### src/qms_pkg.sv
/*
 Shared constants, types and helper functions for the quad-lane serial
 memory slave port and its write buffer.
 Assumes a single core clock domain; all serial pins are sampled by it.
*/
// Summary of operation
// - slave in clock mode 0 only; serial clock up to 30/25 MHz; the port samples at most CORE_CLK_HZ / SCLK_MIN_CORE_CYC = 3.125 MHz.
// - after reset single lane: receive on lane zero, drive read data on lane one.
// - lane width changes only by a port write or the system reset command: 00 single, 01 dual, 10 quad.
// - dual: lane one is msb; quad: lanes three, two, one, zero in order.
// - in dual and quad all lanes are inputs when select falls.
// - in dual and quad, lanes turn to outputs only when the first read byte starts, never in dummy.
// - in dual and quad nobody drives the lanes during the dummy byte; resistors hold the level.
// - select rising returns every lane to input.
// - a 4 megabyte memory-mapped space is reached by reads and writes.
// - memory read, memory write and command write; msb first.
// - select low frames a transaction; any number of bytes at consecutive addresses.
// - read: two zero bits, 22-bit address, dummy byte, then one byte per byte.
// - write: bits one then zero, 22-bit address, then data with no dummy.
// - write data counts as committed when select rises.
// - command: 01 plus 6-bit code, parameter byte, zero byte.
// - commands run only in single mode, except the system reset command.
package qms_pkg;

    localparam int ADDR_W = 22;
    localparam int CORE_CLK_HZ = 25_000_000;
    localparam int SCLK_MAX_WIDE_HZ = 30_000_000;
    localparam int SCLK_MAX_QUAD_HZ = 25_000_000;
    // fewest core clocks per serial period that the edge finder needs
    localparam int SCLK_MIN_CORE_CYC = 8;
    localparam int SCLK_MAX_SAMPLED_HZ = CORE_CLK_HZ / SCLK_MIN_CORE_CYC;

    localparam logic [1:0] WIDTH_SINGLE = 2'h0;
    localparam logic [1:0] WIDTH_DUAL = 2'h1;
    localparam logic [1:0] WIDTH_QUAD = 2'h2;
    localparam logic [1:0] WIDTH_RSVD = 2'h3;
    localparam logic [1:0] WIDTH_RST = 2'h0;
    localparam logic [ADDR_W-1:0] WIDTH_REG_ADDR = 22'h3FFFFC;

    localparam logic [1:0] HDR_READ = 2'h0;
    localparam logic [1:0] HDR_CMD = 2'h1;
    localparam logic [1:0] HDR_WRITE = 2'h2;
    localparam logic [1:0] HDR_BAD = 2'h3;
    localparam logic [1:0] HDR_LAST = 2'h2;
    localparam logic [5:0] CMD_SYS_RESET = 6'h28;

    // {lane3, lane2, lane1, lane0, cs_n, sclk}
    localparam logic [5:0] SYNC_RST = 6'h02;
    localparam int WR_FIFO_DEPTH = 8;
    localparam int WR_FIFO_W = ADDR_W + 8;

    typedef enum logic [2:0] {PH_IDLE, PH_HDR, PH_DUMMY, PH_RDATA, PH_WDATA, PH_IGNORE} qms_phase_t;

    function automatic logic [3:0] lane_step(input logic [1:0] w);
        unique case (w)
            WIDTH_DUAL: lane_step = 4'h2;
            WIDTH_QUAD: lane_step = 4'h4;
            default: lane_step = 4'h1;
        endcase
    endfunction

    function automatic logic [7:0] shift_in(input logic [7:0] s, input logic [3:0] l, input logic [1:0] w);
        unique case (w)
            WIDTH_DUAL: shift_in = {s[5:0], l[1:0]};
            WIDTH_QUAD: shift_in = {s[3:0], l};
            default: shift_in = {s[6:0], l[0]};
        endcase
    endfunction

    function automatic logic [7:0] shift_out(input logic [7:0] s, input logic [1:0] w);
        unique case (w)
            WIDTH_DUAL: shift_out = {s[5:0], 2'h0};
            WIDTH_QUAD: shift_out = {s[3:0], 4'h0};
            default: shift_out = {s[6:0], 1'h0};
        endcase
    endfunction

    // {lane3, lane2, lane1, lane0} drive values
    function automatic logic [3:0] lane_place(input logic [7:0] s, input logic [1:0] w);
        unique case (w)
            WIDTH_DUAL: lane_place = {2'h0, s[7:6]};
            WIDTH_QUAD: lane_place = s[7:4];
            default: lane_place = {2'h0, s[7], 1'h0};
        endcase
    endfunction

    function automatic logic [3:0] lane_oe(input logic [1:0] w);
        unique case (w)
            WIDTH_DUAL: lane_oe = 4'h3;
            WIDTH_QUAD: lane_oe = 4'hF;
            default: lane_oe = 4'h2;
        endcase
    endfunction

    function automatic logic reg_hit(input logic [ADDR_W-1:0] a);
        reg_hit = (a == WIDTH_REG_ADDR);
    endfunction

endpackage

### src/qms_fifo.sv
/*
 Write buffer: flip-flop FIFO with valid/ready on both sides.
 Assumes one clock; ce freezes all state while low.
*/
`timescale 1ns/1ns
module qms_fifo #(
    parameter int W = 8,
    parameter int DEPTH = 8
)
(
    input wire logic core_clk,
    input wire logic rst,
    input wire logic ce,
    input wire logic in_valid,
    output logic in_ready,
    input wire logic [W-1:0] in_data,
    output logic out_valid,
    input wire logic out_ready,
    output logic [W-1:0] out_data
);
    localparam int AW = $clog2(DEPTH);

    generate
        if (DEPTH < 2 || (DEPTH & (DEPTH - 1)) != 0)
        begin : g_bad_depth
            $error("fifo depth must be a power of two, at least 2");
        end
    endgenerate

    logic [W-1:0] mem_r [DEPTH];
    logic [AW:0] wr_ptr_r;
    logic [AW:0] rd_ptr_r;
    logic push;
    logic pop;

    assign in_ready = (wr_ptr_r[AW] == rd_ptr_r[AW]) || (wr_ptr_r[AW-1:0] != rd_ptr_r[AW-1:0]);
    assign out_valid = (wr_ptr_r != rd_ptr_r);
    assign out_data = mem_r[rd_ptr_r[AW-1:0]];
    assign push = ce & in_valid & in_ready;
    assign pop = ce & out_valid & out_ready;

    always_ff @(posedge core_clk)
    begin
        if (push)
            mem_r[wr_ptr_r[AW-1:0]] <= in_data;
    end

    always_ff @(posedge core_clk or posedge rst)
    begin
        if (rst)
        begin
            wr_ptr_r <= '0;
            rd_ptr_r <= '0;
        end
        else
        begin
            if (push)
                wr_ptr_r <= wr_ptr_r + 1'b1;
            if (pop)
                rd_ptr_r <= rd_ptr_r + 1'b1;
        end
    end
endmodule

### src/qms_port.sv
/*
 Quad-lane serial memory slave port: frames read, write and command
 transactions from a mode-0 master, keeps the lane width setting, issues
 memory reads and buffers memory writes.
 Assumes every pin is asynchronous to core_clk and that the serial clock
 period is at least SCLK_MIN_CORE_CYC core clocks.
*/
`timescale 1ns/1ns
module qms_port
    import qms_pkg::*;
#(
    parameter int FIFO_DEPTH = WR_FIFO_DEPTH
)
(
    input wire logic core_clk,
    input wire logic rst,
    input wire logic ce,
    input wire logic sclk,
    input wire logic cs_n,
    input wire logic lane_zero_pin,
    output logic lane_zero_drv,
    output logic lane_zero_oe,
    input wire logic lane_one_pin,
    output logic lane_one_drv,
    output logic lane_one_oe,
    input wire logic quad_lane_two_pin,
    output logic quad_lane_two_drv,
    output logic quad_lane_two_oe,
    input wire logic quad_lane_three_pin,
    output logic quad_lane_three_drv,
    output logic quad_lane_three_oe,
    output logic mem_rd_req,
    output logic [ADDR_W-1:0] mem_rd_addr,
    input wire logic mem_rd_valid,
    input wire logic [7:0] mem_rd_data,
    output logic mem_wr_valid,
    input wire logic mem_wr_ready,
    output logic [ADDR_W-1:0] mem_wr_addr,
    output logic [7:0] mem_wr_data,
    output logic wr_buf_ready,
    output logic wr_overflow,
    output logic wr_commit,
    output logic cmd_valid,
    output logic [5:0] cmd_code,
    output logic [7:0] cmd_param,
    output logic [1:0] lane_width
);
    logic [5:0] meta_r;
    logic [5:0] sync_r;
    logic sclk_d_r;
    logic csn_d_r;
    qms_phase_t phase_r;
    logic [2:0] bit_cnt_r;
    logic [1:0] hdr_cnt_r;
    logic [7:0] rx_r;
    logic [15:0] hdr_r;
    logic [ADDR_W-1:0] addr_r;
    logic [1:0] width_r;
    logic [1:0] pend_r;
    logic pend_vld_r;
    logic wrote_r;
    logic [7:0] rd_byte_r;
    logic [7:0] tx_r;
    logic [3:0] lane_out_r;
    logic [3:0] oe_r;

    logic cs_act;
    logic cs_fall;
    logic cs_rise;
    logic sclk_rise;
    logic sclk_fall;
    logic [7:0] rx_nxt;
    logic [3:0] cnt_sum;
    logic byte_done;
    logic [23:0] hdr_full;
    logic hdr_end;
    logic rd_start;
    logic cmd_hit;
    logic cmd_ok;
    logic wr_byte;
    logic wr_push;
    logic wr_reg;
    logic tx_load;
    logic [7:0] tx_shift;
    logic [ADDR_W-1:0] rd_next_addr;
    logic fifo_in_ready;

    // two-stage synchronisers for every pin
    always_ff @(posedge core_clk or posedge rst)
    begin
        if (rst)
        begin
            meta_r <= SYNC_RST;
            sync_r <= SYNC_RST;
            sclk_d_r <= SYNC_RST[0];
            csn_d_r <= SYNC_RST[1];
        end
        else if (ce)
        begin
            meta_r <= {quad_lane_three_pin, quad_lane_two_pin, lane_one_pin, lane_zero_pin, cs_n, sclk};
            sync_r <= meta_r;
            sclk_d_r <= sync_r[0];
            csn_d_r <= sync_r[1];
        end
    end

    assign cs_act = ~sync_r[1];
    assign cs_fall = ce & ~sync_r[1] & csn_d_r;
    assign cs_rise = ce & sync_r[1] & ~csn_d_r;
    // mode 0: sample on rising, shift on falling
    assign sclk_rise = ce & cs_act & sync_r[0] & ~sclk_d_r;
    assign sclk_fall = ce & cs_act & ~sync_r[0] & sclk_d_r;

    assign rx_nxt = shift_in(rx_r, sync_r[5:2], width_r);
    assign cnt_sum = {1'b0, bit_cnt_r} + lane_step(width_r);
    assign byte_done = sclk_rise & cnt_sum[3] & (phase_r != PH_IDLE);
    assign hdr_full = {hdr_r, rx_nxt};
    assign hdr_end = byte_done && phase_r == PH_HDR && hdr_cnt_r == HDR_LAST;
    assign rd_start = hdr_end && hdr_full[23:22] == HDR_READ;
    assign cmd_hit = hdr_end && hdr_full[23:22] == HDR_CMD;
    assign cmd_ok = cmd_hit && (width_r == WIDTH_SINGLE || hdr_full[21:16] == CMD_SYS_RESET);
    assign wr_byte = byte_done && phase_r == PH_WDATA;
    assign wr_push = wr_byte && !reg_hit(addr_r);
    assign wr_reg = wr_byte && reg_hit(addr_r);
    assign tx_load = sclk_fall && phase_r == PH_RDATA && bit_cnt_r == 3'h0;
    assign tx_shift = shift_out(tx_r, width_r);
    assign rd_next_addr = rd_start ? hdr_full[ADDR_W-1:0] : addr_r + 22'h1;

    // transaction framing
    always_ff @(posedge core_clk or posedge rst)
    begin
        if (rst)
        begin
            phase_r <= PH_IDLE;
            bit_cnt_r <= 3'h0;
            hdr_cnt_r <= 2'h0;
            rx_r <= 8'h00;
            hdr_r <= 16'h0000;
            addr_r <= 22'h000000;
        end
        else if (ce)
        begin
            if (!cs_act)
                phase_r <= PH_IDLE;
            else if (cs_fall)
            begin
                phase_r <= PH_HDR;
                bit_cnt_r <= 3'h0;
                hdr_cnt_r <= 2'h0;
            end
            else if (tx_load)
                addr_r <= addr_r + 22'h1;
            else if (sclk_rise && phase_r != PH_IDLE)
            begin
                rx_r <= rx_nxt;
                bit_cnt_r <= cnt_sum[2:0];
                if (cnt_sum[3])
                begin
                    unique case (phase_r)
                        PH_HDR:
                        begin
                            hdr_r <= hdr_full[15:0];
                            hdr_cnt_r <= hdr_cnt_r + 2'h1;
                            if (hdr_cnt_r == 2'h0 && rx_nxt[7:6] == HDR_BAD)
                                phase_r <= PH_IGNORE;
                            else if (hdr_cnt_r == HDR_LAST)
                            begin
                                addr_r <= hdr_full[ADDR_W-1:0];
                                if (hdr_full[23:22] == HDR_READ)
                                    phase_r <= PH_DUMMY;
                                else if (hdr_full[23:22] == HDR_WRITE)
                                    phase_r <= PH_WDATA;
                                else
                                    phase_r <= PH_IGNORE;
                            end
                        end
                        PH_DUMMY:
                            phase_r <= PH_RDATA;
                        PH_WDATA:
                            addr_r <= addr_r + 22'h1;
                        default:
                            phase_r <= phase_r;
                    endcase
                end
            end
        end
    end

    // lane width setting, applied when the select line rises
    always_ff @(posedge core_clk or posedge rst)
    begin
        if (rst)
        begin
            width_r <= WIDTH_RST;
            pend_r <= WIDTH_RST;
            pend_vld_r <= 1'b0;
        end
        else if (ce)
        begin
            if (cs_rise)
            begin
                if (pend_vld_r)
                    width_r <= pend_r;
                pend_vld_r <= 1'b0;
            end
            else if (wr_reg && rx_nxt[1:0] != WIDTH_RSVD)
            begin
                pend_r <= rx_nxt[1:0];
                pend_vld_r <= 1'b1;
            end
            else if (cmd_ok && hdr_full[21:16] == CMD_SYS_RESET)
            begin
                pend_r <= WIDTH_SINGLE;
                pend_vld_r <= 1'b1;
            end
        end
    end

    // commands, write completion and buffer overrun status
    always_ff @(posedge core_clk or posedge rst)
    begin
        if (rst)
        begin
            cmd_valid <= 1'b0;
            cmd_code <= 6'h00;
            cmd_param <= 8'h00;
            wrote_r <= 1'b0;
            wr_commit <= 1'b0;
            wr_overflow <= 1'b0;
        end
        else if (ce)
        begin
            cmd_valid <= cmd_ok;
            if (cmd_ok)
            begin
                cmd_code <= hdr_full[21:16];
                cmd_param <= hdr_full[15:8];
            end
            wr_commit <= cs_rise & wrote_r;
            if (cs_fall)
                wrote_r <= 1'b0;
            else if (wr_byte)
                wrote_r <= 1'b1;
            // overrun wins over the clear
            if (wr_push && !fifo_in_ready)
                wr_overflow <= 1'b1;
            else if (cs_fall)
                wr_overflow <= 1'b0;
        end
    end

    // read requests, one byte ahead of the shifter
    always_ff @(posedge core_clk or posedge rst)
    begin
        if (rst)
        begin
            mem_rd_req <= 1'b0;
            mem_rd_addr <= 22'h000000;
            rd_byte_r <= 8'h00;
        end
        else if (ce)
        begin
            mem_rd_req <= 1'b0;
            if (rd_start || tx_load)
            begin
                mem_rd_addr <= rd_next_addr;
                if (reg_hit(rd_next_addr))
                    rd_byte_r <= {6'h00, width_r};
                else
                    mem_rd_req <= 1'b1;
            end
            else if (mem_rd_valid)
                rd_byte_r <= mem_rd_data;
        end
    end

    // output shifter and lane direction
    always_ff @(posedge core_clk or posedge rst)
    begin
        if (rst)
        begin
            tx_r <= 8'h00;
            lane_out_r <= 4'h0;
            oe_r <= 4'h0;
        end
        else if (ce)
        begin
            if (!cs_act)
            begin
                oe_r <= 4'h0;
                tx_r <= 8'h00;
                lane_out_r <= 4'h0;
            end
            else if (cs_fall)
            begin
                // multi-lane frames open with every lane an input
                oe_r <= (width_r == WIDTH_SINGLE) ? lane_oe(WIDTH_SINGLE) : 4'h0;
                tx_r <= 8'h00;
                lane_out_r <= 4'h0;
            end
            else if (tx_load)
            begin
                tx_r <= rd_byte_r;
                lane_out_r <= lane_place(rd_byte_r, width_r);
                oe_r <= lane_oe(width_r);
            end
            else if (sclk_fall && phase_r == PH_RDATA)
            begin
                tx_r <= tx_shift;
                lane_out_r <= lane_place(tx_shift, width_r);
            end
        end
    end

    assign {quad_lane_three_drv, quad_lane_two_drv, lane_one_drv, lane_zero_drv} = lane_out_r;
    assign {quad_lane_three_oe, quad_lane_two_oe, lane_one_oe, lane_zero_oe} = oe_r;
    assign lane_width = width_r;

    qms_fifo #(
        .W(WR_FIFO_W),
        .DEPTH(FIFO_DEPTH)
    ) u_wr_fifo (
        .core_clk(core_clk),
        .rst(rst),
        .ce(ce),
        .in_valid(wr_push),
        .in_ready(fifo_in_ready),
        .in_data({addr_r, rx_nxt}),
        .out_valid(mem_wr_valid),
        .out_ready(mem_wr_ready),
        .out_data({mem_wr_addr, mem_wr_data})
    );
    assign wr_buf_ready = fifo_in_ready;

    property p_release_at_end;
        @(posedge core_clk) disable iff (rst)
        cs_rise |=> (oe_r == 4'h0) [*2];
    endproperty
    a_release_at_end: assert property (p_release_at_end) else $error("lanes still driven after select rose");

    property p_multi_start_input;
        @(posedge core_clk) disable iff (rst)
        cs_fall && width_r != WIDTH_SINGLE |=> oe_r == 4'h0;
    endproperty
    a_multi_start_input: assert property (p_multi_start_input) else $error("multi-lane frame did not start as input");

    property p_single_miso;
        @(posedge core_clk) disable iff (rst)
        cs_fall && width_r == WIDTH_SINGLE |=> oe_r == 4'h2;
    endproperty
    a_single_miso: assert property (p_single_miso) else $error("single mode must drive lane one only");

    property p_dummy_quiet;
        @(posedge core_clk) disable iff (rst)
        (phase_r == PH_DUMMY || phase_r == PH_HDR) && width_r != WIDTH_SINGLE |-> oe_r == 4'h0;
    endproperty
    a_dummy_quiet: assert property (p_dummy_quiet) else $error("lanes driven before first read byte");

    property p_quad_map;
        @(posedge core_clk) disable iff (rst)
        tx_load && width_r == WIDTH_QUAD |=> oe_r == 4'hF && lane_out_r == $past(rd_byte_r[7:4]);
    endproperty
    a_quad_map: assert property (p_quad_map) else $error("quad lane order wrong");

    property p_width_at_end;
        @(posedge core_clk) disable iff (rst)
        width_r != $past(width_r) |-> $past(cs_rise);
    endproperty
    a_width_at_end: assert property (p_width_at_end) else $error("width changed inside a frame");

    property p_addr_step;
        @(posedge core_clk) disable iff (rst)
        wr_byte |=> addr_r == $past(addr_r) + 22'h1;
    endproperty
    a_addr_step: assert property (p_addr_step) else $error("address did not step after write byte");

    property p_cmd_single;
        @(posedge core_clk) disable iff (rst)
        cmd_valid |-> width_r == WIDTH_SINGLE || cmd_code == CMD_SYS_RESET;
    endproperty
    a_cmd_single: assert property (p_cmd_single) else $error("command accepted outside single mode");

    property p_bad_ignored;
        @(posedge core_clk) disable iff (rst)
        phase_r == PH_IGNORE |=> !mem_rd_req && !cmd_valid && $stable(addr_r) && oe_r != 4'hF;
    endproperty
    a_bad_ignored: assert property (p_bad_ignored) else $error("ignored frame produced traffic");

    property p_commit;
        @(posedge core_clk) disable iff (rst)
        cs_rise && wrote_r |=> wr_commit ##1 !wr_commit;
    endproperty
    a_commit: assert property (p_commit) else $error("write not committed at select rise");
endmodule

### config.mk
export PLATFORM = sky130hd
export DESIGN_NAME = qms_port
export DESIGN_NICKNAME = d
export VERILOG_FILES = /design/src/qms_pkg.sv /design/src/qms_fifo.sv /design/src/qms_port.sv
export SDC_FILE = /design/constraint.sdc
export NUM_CORES = 1
export LEC_CHECK = 0
export BUFFER_PORTS_ARGS = -buffer_cell sky130_fd_sc_hd__buf_2
export CAP_MARGIN = 20
export CELL_PAD_IN_SITES_DETAIL_PLACEMENT = 2
export CELL_PAD_IN_SITES_GLOBAL_PLACEMENT = 2
export CORE_ASPECT_RATIO = 0.6
export CORE_MARGIN = 2
export CORE_UTILIZATION = 45
export DETAILED_ROUTE_END_ITERATION = 10
export GPL_TIMING_DRIVEN = 0
export PLACE_DENSITY = 0.83
export SLEW_MARGIN = 20
export SYNTH_ARGS = -nofsm -noshare
export SYNTH_HDL_FRONTEND = slang
export SYNTH_SLANG_ARGS = --single-unit
### constraint.sdc
create_clock -name core_clk -period 7.7 [get_ports core_clk]
set_input_delay 1.155 -clock core_clk [delete_from_list [all_inputs] [get_ports core_clk]]
set_output_delay 1.155 -clock core_clk [all_outputs]
set_load 0.005 [all_outputs]
==> results of run 1 <==
state kept, by name (all words and copies together), names as in the netlist, 6 cells and up:
name             flops
sync_r               6
meta_r               6
tx_r                 7
u_wr_fifo.mem_r    240
addr_r              22
rx_r                 7
mem_rd_addr         22
rd_byte_r            8
cmd_code             6
cmd_param            8
hdr_r               16
worst max-delay path: cells and delay by family (launching register included):
kind	cells	cell delay, ns
buf+inv	6	1.30
compound gates	2	0.27
flops	1	0.55
fa+ha+maj	2	0.59
simple gates	5	2.23
cell families (layout without fill, tap and decap cells):
group           count (synthesis)  after routing  share of synthesized area (%)
compound gates                184            184                           6.59
flops                         383            383                           65.6
simple gates                  283            283                           8.31
xor+xnor                       32             32                           1.70
fa+ha+maj                      14             14                           1.11
buf+inv                        90            274                           2.14
mux                           154            154                           14.6
through the flow:
step | util [%] | setup slack [ns]
after global routing | 52.8 | 2.17
after global placement | 48.5 | -0.416
after CTS | 52.8 | 2.61
after detailed placement | 49.5 | 2.54
final | 52.8 | 2.48
after floorplan | - | 2.30
cell type report:
| class | instances | area share [%] |
|---|---|---|
| Multi-Input combinational cell | 667 | 28.3 |
| Inverter | 25 | 0.531 |
| Tap cell | 476 | 3.12 |
| Buffer | 65 | 1.35 |
| Clock inverter | 22 | 0.747 |
| Clock buffer | 47 | 5.42 |
| Sequential cell | 383 | 56.5 |
| Timing Repair Buffer | 115 | 4.07 |
power groups by stage:
stage | logic (uW) | clock network [uW] | registers (uW)
2_1_floorplan | 529 | 0 | 2310
3_3_place_gp | 756 | 0 | 2330
3_5_place_dp | 799 | 0 | 2340
4_1_cts | 805 | 1830 | 2290
5_1_grt | 874 | 1910 | 2300
6_report | 805 | 1800 | 2300
layout by cell type (no fill, tap or decap), types with 12 or more instances in the layout:
master / synthesis / routed
nor2_1: 82 / 75
o21ai_0: 69 / 69
clkbuf_16: 0 / 39
nand3_1: 19 / 19
dfrtp_1: 140 / 140
edfxtp_1: 240 / 240
xor2_1: 12 / 12
clkbuf_1: 46 / 51
mux4_2: 60 / 60
a21oi_1: 57 / 51
xnor2_1: 20 / 20
mux2_2: 83 / 83
clkinv_2: 0 / 14
buf_2: 6 / 105
nor3_1: 18 / 15
inv_1: 25 / 24
nand2_1: 92 / 92
ha_1: 13 / 13
nand4_1: 13 / 13
layer usage:
layer,global-route usage (%),wire [um],vias up
met4,5.30,845,2
li1,-,-,4615
met5,0,13,-
met2,45.0,24800,396
met3,5.52,3610,73
met1,42.8,24400,5867
how the worst max path moves through the flow:
| stage | startpoint | end | slack, ns | depth (start not counted) |
|---|---|---|---|---|
| 3_3_place_gp | ce | u_wr_fifo.mem_r[0][24] | -0.42 | 9 |
| 2_1_floorplan | ce | u_wr_fifo.mem_r[4][0] | 2.30 | 9 |
| 4_1_cts | lane_width[0] | u_wr_fifo.mem_r[0][24] | 2.61 | 15 |
| 5_1_grt | lane_width[0] | u_wr_fifo.mem_r[0][22] | 2.17 | 15 |
| 6_report | lane_width[0] | u_wr_fifo.mem_r[0][24] | 2.48 | 15 |
| 3_5_place_dp | ce | u_wr_fifo.mem_r[0][24] | 2.54 | 12 |
==> results.cfg, run 1 <==
[hold_path]
timing.hold.worst_endpoint = oe_r[1]
worst_hold_stages = 1
timing.hold.worst.start = oe_r[1]
min_path_type = flop to flop

[logic_synthesis]
netlist_top_cells_count = edfxtp_1, dfrtp_1, nand2_1, mux2_2, nor2_1
synthesis.instances = 1140
synth_fp_nets = 1173
synth_most_common_cell = edfxtp_1
synth_async_sr_flop_share_pct = 37.3
biggest_area_consumer_among_synthesized_cells = edfxtp_1
yosysUniqueCellTypes = 68
ys_seq_area_share_pct = 65.6
syn-cell-area_um2 = 16500
synth_largest_type_area_fraction_pct = 43.8
synth.ff_latch_count = 383
yosys-top-cells-area = edfxtp_1, dfrtp_1, mux4_2
yosys_most_used_dff = edfxtp_1
syn_area_per_cell_um2 = 14.4
yosys_warnings = 0
synth-edff-count = 240

[detailed_routing]
wl_mm = 53.7
route.detailed.vias_per_inst = 6.09
drt_first_pass_iters = 5
residual_drc_count = 0
drt_first_iter_violations = 916
wire_per_inst_um = 29.8
drt.antenna.violating_nets = 0
via_count = 10953

[power_and_ir_drop]
clock_power_share_pct = 36.7
finalPower_uw = 4910
switching_share_pct = 27.7
p_comb_share_pct = 16.4
power_frac_seq_pct = 46.8
vdd.ir_drop.worst_mv = 0.133
power_density_nw_per_um2 = 257
switching_power_uw = 1360
internal_power_uw = 3550
leakagePower_uw = 0.00691

[setup_path]
critPathMostFrequentCell = buf_6
worst_setup_path_start_kind = flop
regToRegSetupSlack_ns = 2.48
critPathMaxStageDelay_ns = 0.60
r2r-end = u_wr_fifo.mem_r[0][24]
timing.rr.start = lane_width[0]
number_of_cells_on_the_worst_reg_to_reg_path = 15
cpMaxStageDelayCell = nor4_1
worst-endpoint-required_ns = 7.95
timing.critical_path.cells = inv_1 -> ha_1 -> clkbuf_1 -> inv_1 -> ha_1 -> a21o_1 -> a21oi_1 -> nor4_1 -> nand4b_1 -> nand2b_1 -> nand2b_1 -> nor3_2 -> buf_6 -> buf_6 -> buf_6
arrival_ns = 5.47
crit_path_end_kind = flop
path_class = flop to flop
cp_max_fo = 10

[floorplanning]
pin_count = 101
core_region_area_um2 = 36100
die_h_um = 152
initial_core_util_pct = 45.5
chipWidth_um = 251
rows = 54
design.die.area_um2 = 38200

[place]
placer_congestion = 0.876
dp_cells = 1730
hpwl_reported_at_the_end_of_detailed_placement_mm = 37.9
placed_standard_cell_area_um2 = 17900
numPortBuffers = 99

[grt]
grt_pass1_vias = 11935
grt_max_degree = 99
antenna_found_initial = 1
grt.total_usage_pct = 28.8
grt_overflow = 0
wire_length_of_the_first_global_routing_pass_mm = 81.1

[clock_network]
cts-buffers-inserted = 38
postCtsResizedCells = 0
clock_tree.root_cell = clkbuf_16
worst_setup_hold_path_clk_slew_ns = 0.06
worst_skew_late_latency_ns = 0.54
cts_setup_buffers = 0
tritoncts_clock_tree = done
cts_htree_levels = 2
cts-hold-fix-buffers = 0
tritoncts_num_sinks = 383
ctsLongestPathBuffers = 3

[timing]
fin_tns_setup_ns = 0
worst_slew_margin_rel_pct = 29.6
timing.final.hold_violations = 0
worst_clock_skew_ns = 0.0257
worst_pin_slew_ns = 1.06
report.final.setup_viol = 0
min_period_over_period_pct = 67.8
time_the_worst_path_needs_with_i_o_delays_and_setup_ns = 5.22
drv_slew = 0
fmax_mhz = 192
timing.hold.ws_ns = 0.502
setup_repair_after_global_routing_missed_its_margin = false

[final_layout]
multi_input_comb_area_um2 = 5400
layout.nets = 1328
antenna-diode-count = 0
finalNonFillerCells = 1800
final-seq-area_um2 = 10800
n_fill_cell = 3357
final_layout_size_suffix_gt1_share_pct = 27.3
syn2layout_area_growth_pct = 16.1
final_cell_area_um2 = 19100

[outcome]
run_status = complete, no violations

[run]
cap_viol_max_count = 0
Power figures use the tool's default switching activity.
==> run 2, diff against run 1 <==
--- a/config.mk
+++ b/config.mk
@@ -11,10 +11,10 @@
 export CELL_PAD_IN_SITES_GLOBAL_PLACEMENT = 2
 export CORE_ASPECT_RATIO = 0.6
 export CORE_MARGIN = 2
-export CORE_UTILIZATION = 45
+export CORE_UTILIZATION = 44
 export DETAILED_ROUTE_END_ITERATION = 10
 export GPL_TIMING_DRIVEN = 0
-export PLACE_DENSITY = 0.83
+export PLACE_DENSITY = 0.82
 export SLEW_MARGIN = 20
 export SYNTH_ARGS = -nofsm -noshare
 export SYNTH_HDL_FRONTEND = slang
==> constraint.sdc (replaced) <==
create_clock -name core_clk -period 5.02 [get_ports core_clk]
set_input_delay 0.753 -clock core_clk [delete_from_list [all_inputs] [get_ports core_clk]]
set_output_delay 0.753 -clock core_clk [all_outputs]
set_load 0.005 [all_outputs]
==> run 2 against run 1 <==
Sequential power grew 53%. Clock power grew 62%. Critical path depth shrank 2. Count of clock-buffer cells in the layout grew 7. Global-route usage grew 0.74 points. Sequential cell count is the same. Design area grew 0.83%. Worst hold slack lost 0.30 ns. Combinational power grew 54%. Total power grew 56%. Critical path type unchanged. Critical endpoint is now u_wr_fifo.mem_r[0][2]. Largest power group unchanged.
==> results.cfg, run 2 (synthesis results as in run 1) <==
[outcome]
run_status = complete, no violations

[clock_network]
clock_tree.root_cell = clkbuf_16
tritoncts_clock_tree = done
cts_htree_levels = 2
tritoncts_num_sinks = 383
cts-hold-fix-buffers = 0
ctsLongestPathBuffers = 3
worst_skew_late_latency_ns = 0.55
worst_setup_hold_path_clk_slew_ns = 0.07
cts-buffers-inserted = 37

[setup_path]
critical_path_buf_inv_count = 4
crit_family = simple AND/OR/NAND/NOR gates
crit_path_end_kind = flop
path_class = flop to flop
timing.critical_path.cells = inv_1 -> ha_1 -> inv_1 -> ha_1 -> a21o_1 -> a21oi_1 -> nor4_1 -> nand4b_1 -> nand2b_1 -> nand2b_1 -> nor3_4 -> buf_4 -> buf_4
worst_setup_path_start_kind = flop
critPathMaxStageDelay_ns = 0.57
cp_max_fo = 10
number_of_cells_on_the_worst_reg_to_reg_path = 13
wp_depth = 13
worst-endpoint-required_ns = 5.27
arrival_ns = 5.14
cpMaxStageDelayCell = nor4_1

[timing]
worst_clock_skew_ns = 0.0186
time_the_worst_path_needs_with_i_o_delays_and_setup_ns = 4.89
timing.final.hold_violations = 0
min_period_over_period_pct = 97.4
fmax_mhz = 205
worst_pin_slew_ns = 1.17
drv_slew = 0
report.final.setup_viol = 0
worst_slew_margin_rel_pct = 20.6
worst_slack_ns = 0.131

[detailed_routing]
drt.antenna.violating_nets = 0
drt_first_iter_violations = 922
drt_first_pass_iters = 5
route.detailed.vias_per_inst = 6.09
wl_mm = 56.4
via_count = 11135
residual_drc_count = 0
wire_per_inst_um = 30.9

[final_layout]
final_cell_area_um2 = 19300
layout_utilization_pct = 52.6
antenna-diode-count = 0
final_cell_mix = edfxtp_1, dfrtp_1, buf_2, nand2_1, mux2_2
mostFrequentLayoutCell = edfxtp_1
finalNonFillerCells = 1828
largest_register_ffs = 240
layout.nets = 1328
syn2layout_area_growth_pct = 17.1
n_fill_cell = 3406
final_layout_size_suffix_gt1_share_pct = 27.6

[floorplanning]
chipWidth_um = 254
design.die.area_um2 = 39000
pin_count = 101
die_h_um = 154
rows = 54
core_region_area_um2 = 36600
initial_core_util_pct = 44.9

[place]
placement_stage_worst_setup_slack_ns = 0.104
dp_cells = 1757
placer_congestion = 0.856
hpwl_reported_at_the_end_of_detailed_placement_mm = 38.6
placed_standard_cell_area_um2 = 18000
numPortBuffers = 99

[grt]
grt_max_degree = 100
wire_length_of_the_first_global_routing_pass_mm = 83.5
grt.total_usage_pct = 29.6
grt_overflow = 0
antenna_found_initial = 0
grt_pass1_vias = 12228

[run]
cap_viol_max_count = 0

[hold_path]
min_path_type = input pin to async pin

[power_and_ir_drop]
vdd.ir_drop.worst_mv = 0.215
power_density_nw_per_um2 = 398
leakagePower_uw = 0.00695
==> run 2: final timing paths <==
kind,startpoint,to,slack [ns]
worst max-delay path,lane_width[0],u_wr_fifo.mem_r[0][2],0.13
worst min-delay path,rst,cmd_code[3],0.20
worst max register to register,lane_width[0],u_wr_fifo.mem_r[0][2],0.13
worst min register to register,oe_r[1],oe_r[1],0.49
max in group asynchronous,rst,meta_r[3],3.95
min in group core_clk,mem_rd_data[5],rd_byte_r[5],0.42
==> run 2: repair_timing <==
| item | in CTS | in global routing |
|---|---|---|
| hold endpoints to repair | 0 | 0 |
| gates resized for setup | 0 | 3 |
| buffers inserted | 0 | 3 |
| endpoints found under the setup margin | 0 | 116 |
==> run 2: stage by stage <==
stage	hold slack (ns)	total power, uW	TNS, ns
floorplan	0.449	4360	0
global placement	0.468	4720	-571.16
detailed placement	0.484	4820	0
CTS	0.208	7700	0
global route	0.224	7920	-0.354
finish	0.201	7670	0
==> run 2: routing by layer <==
metal,share of wire (%),vias to the layer above,track usage [%]
met1,44,5986,42.6
met3,6.5,90,5.21
met5,0,-,0
li1,-,4622,-
met2,47,437,46.4
met4,2.5,0,8.77
==> run 2: where the power goes <==
part,internal [uW],switching [uW]
combinational,488,754
sequential,3430,92.6
clock,1640,1270
total,5560,2120
==> run 2: final cells by class <==
cell class | count | area, um^2 | area share, %
Timing Repair Buffer | 117 | 826 | 4.29
Clock buffer | 54 | 1140 | 5.93
Sequential cell | 383 | 10800 | 56.0
Buffer | 64 | 255 | 1.33
Inverter | 25 | 101 | 0.526
Multi-Input combinational cell | 667 | 5420 | 28.1
Clock inverter | 14 | 98.8 | 0.513
Tap cell | 504 | 631 | 3.27
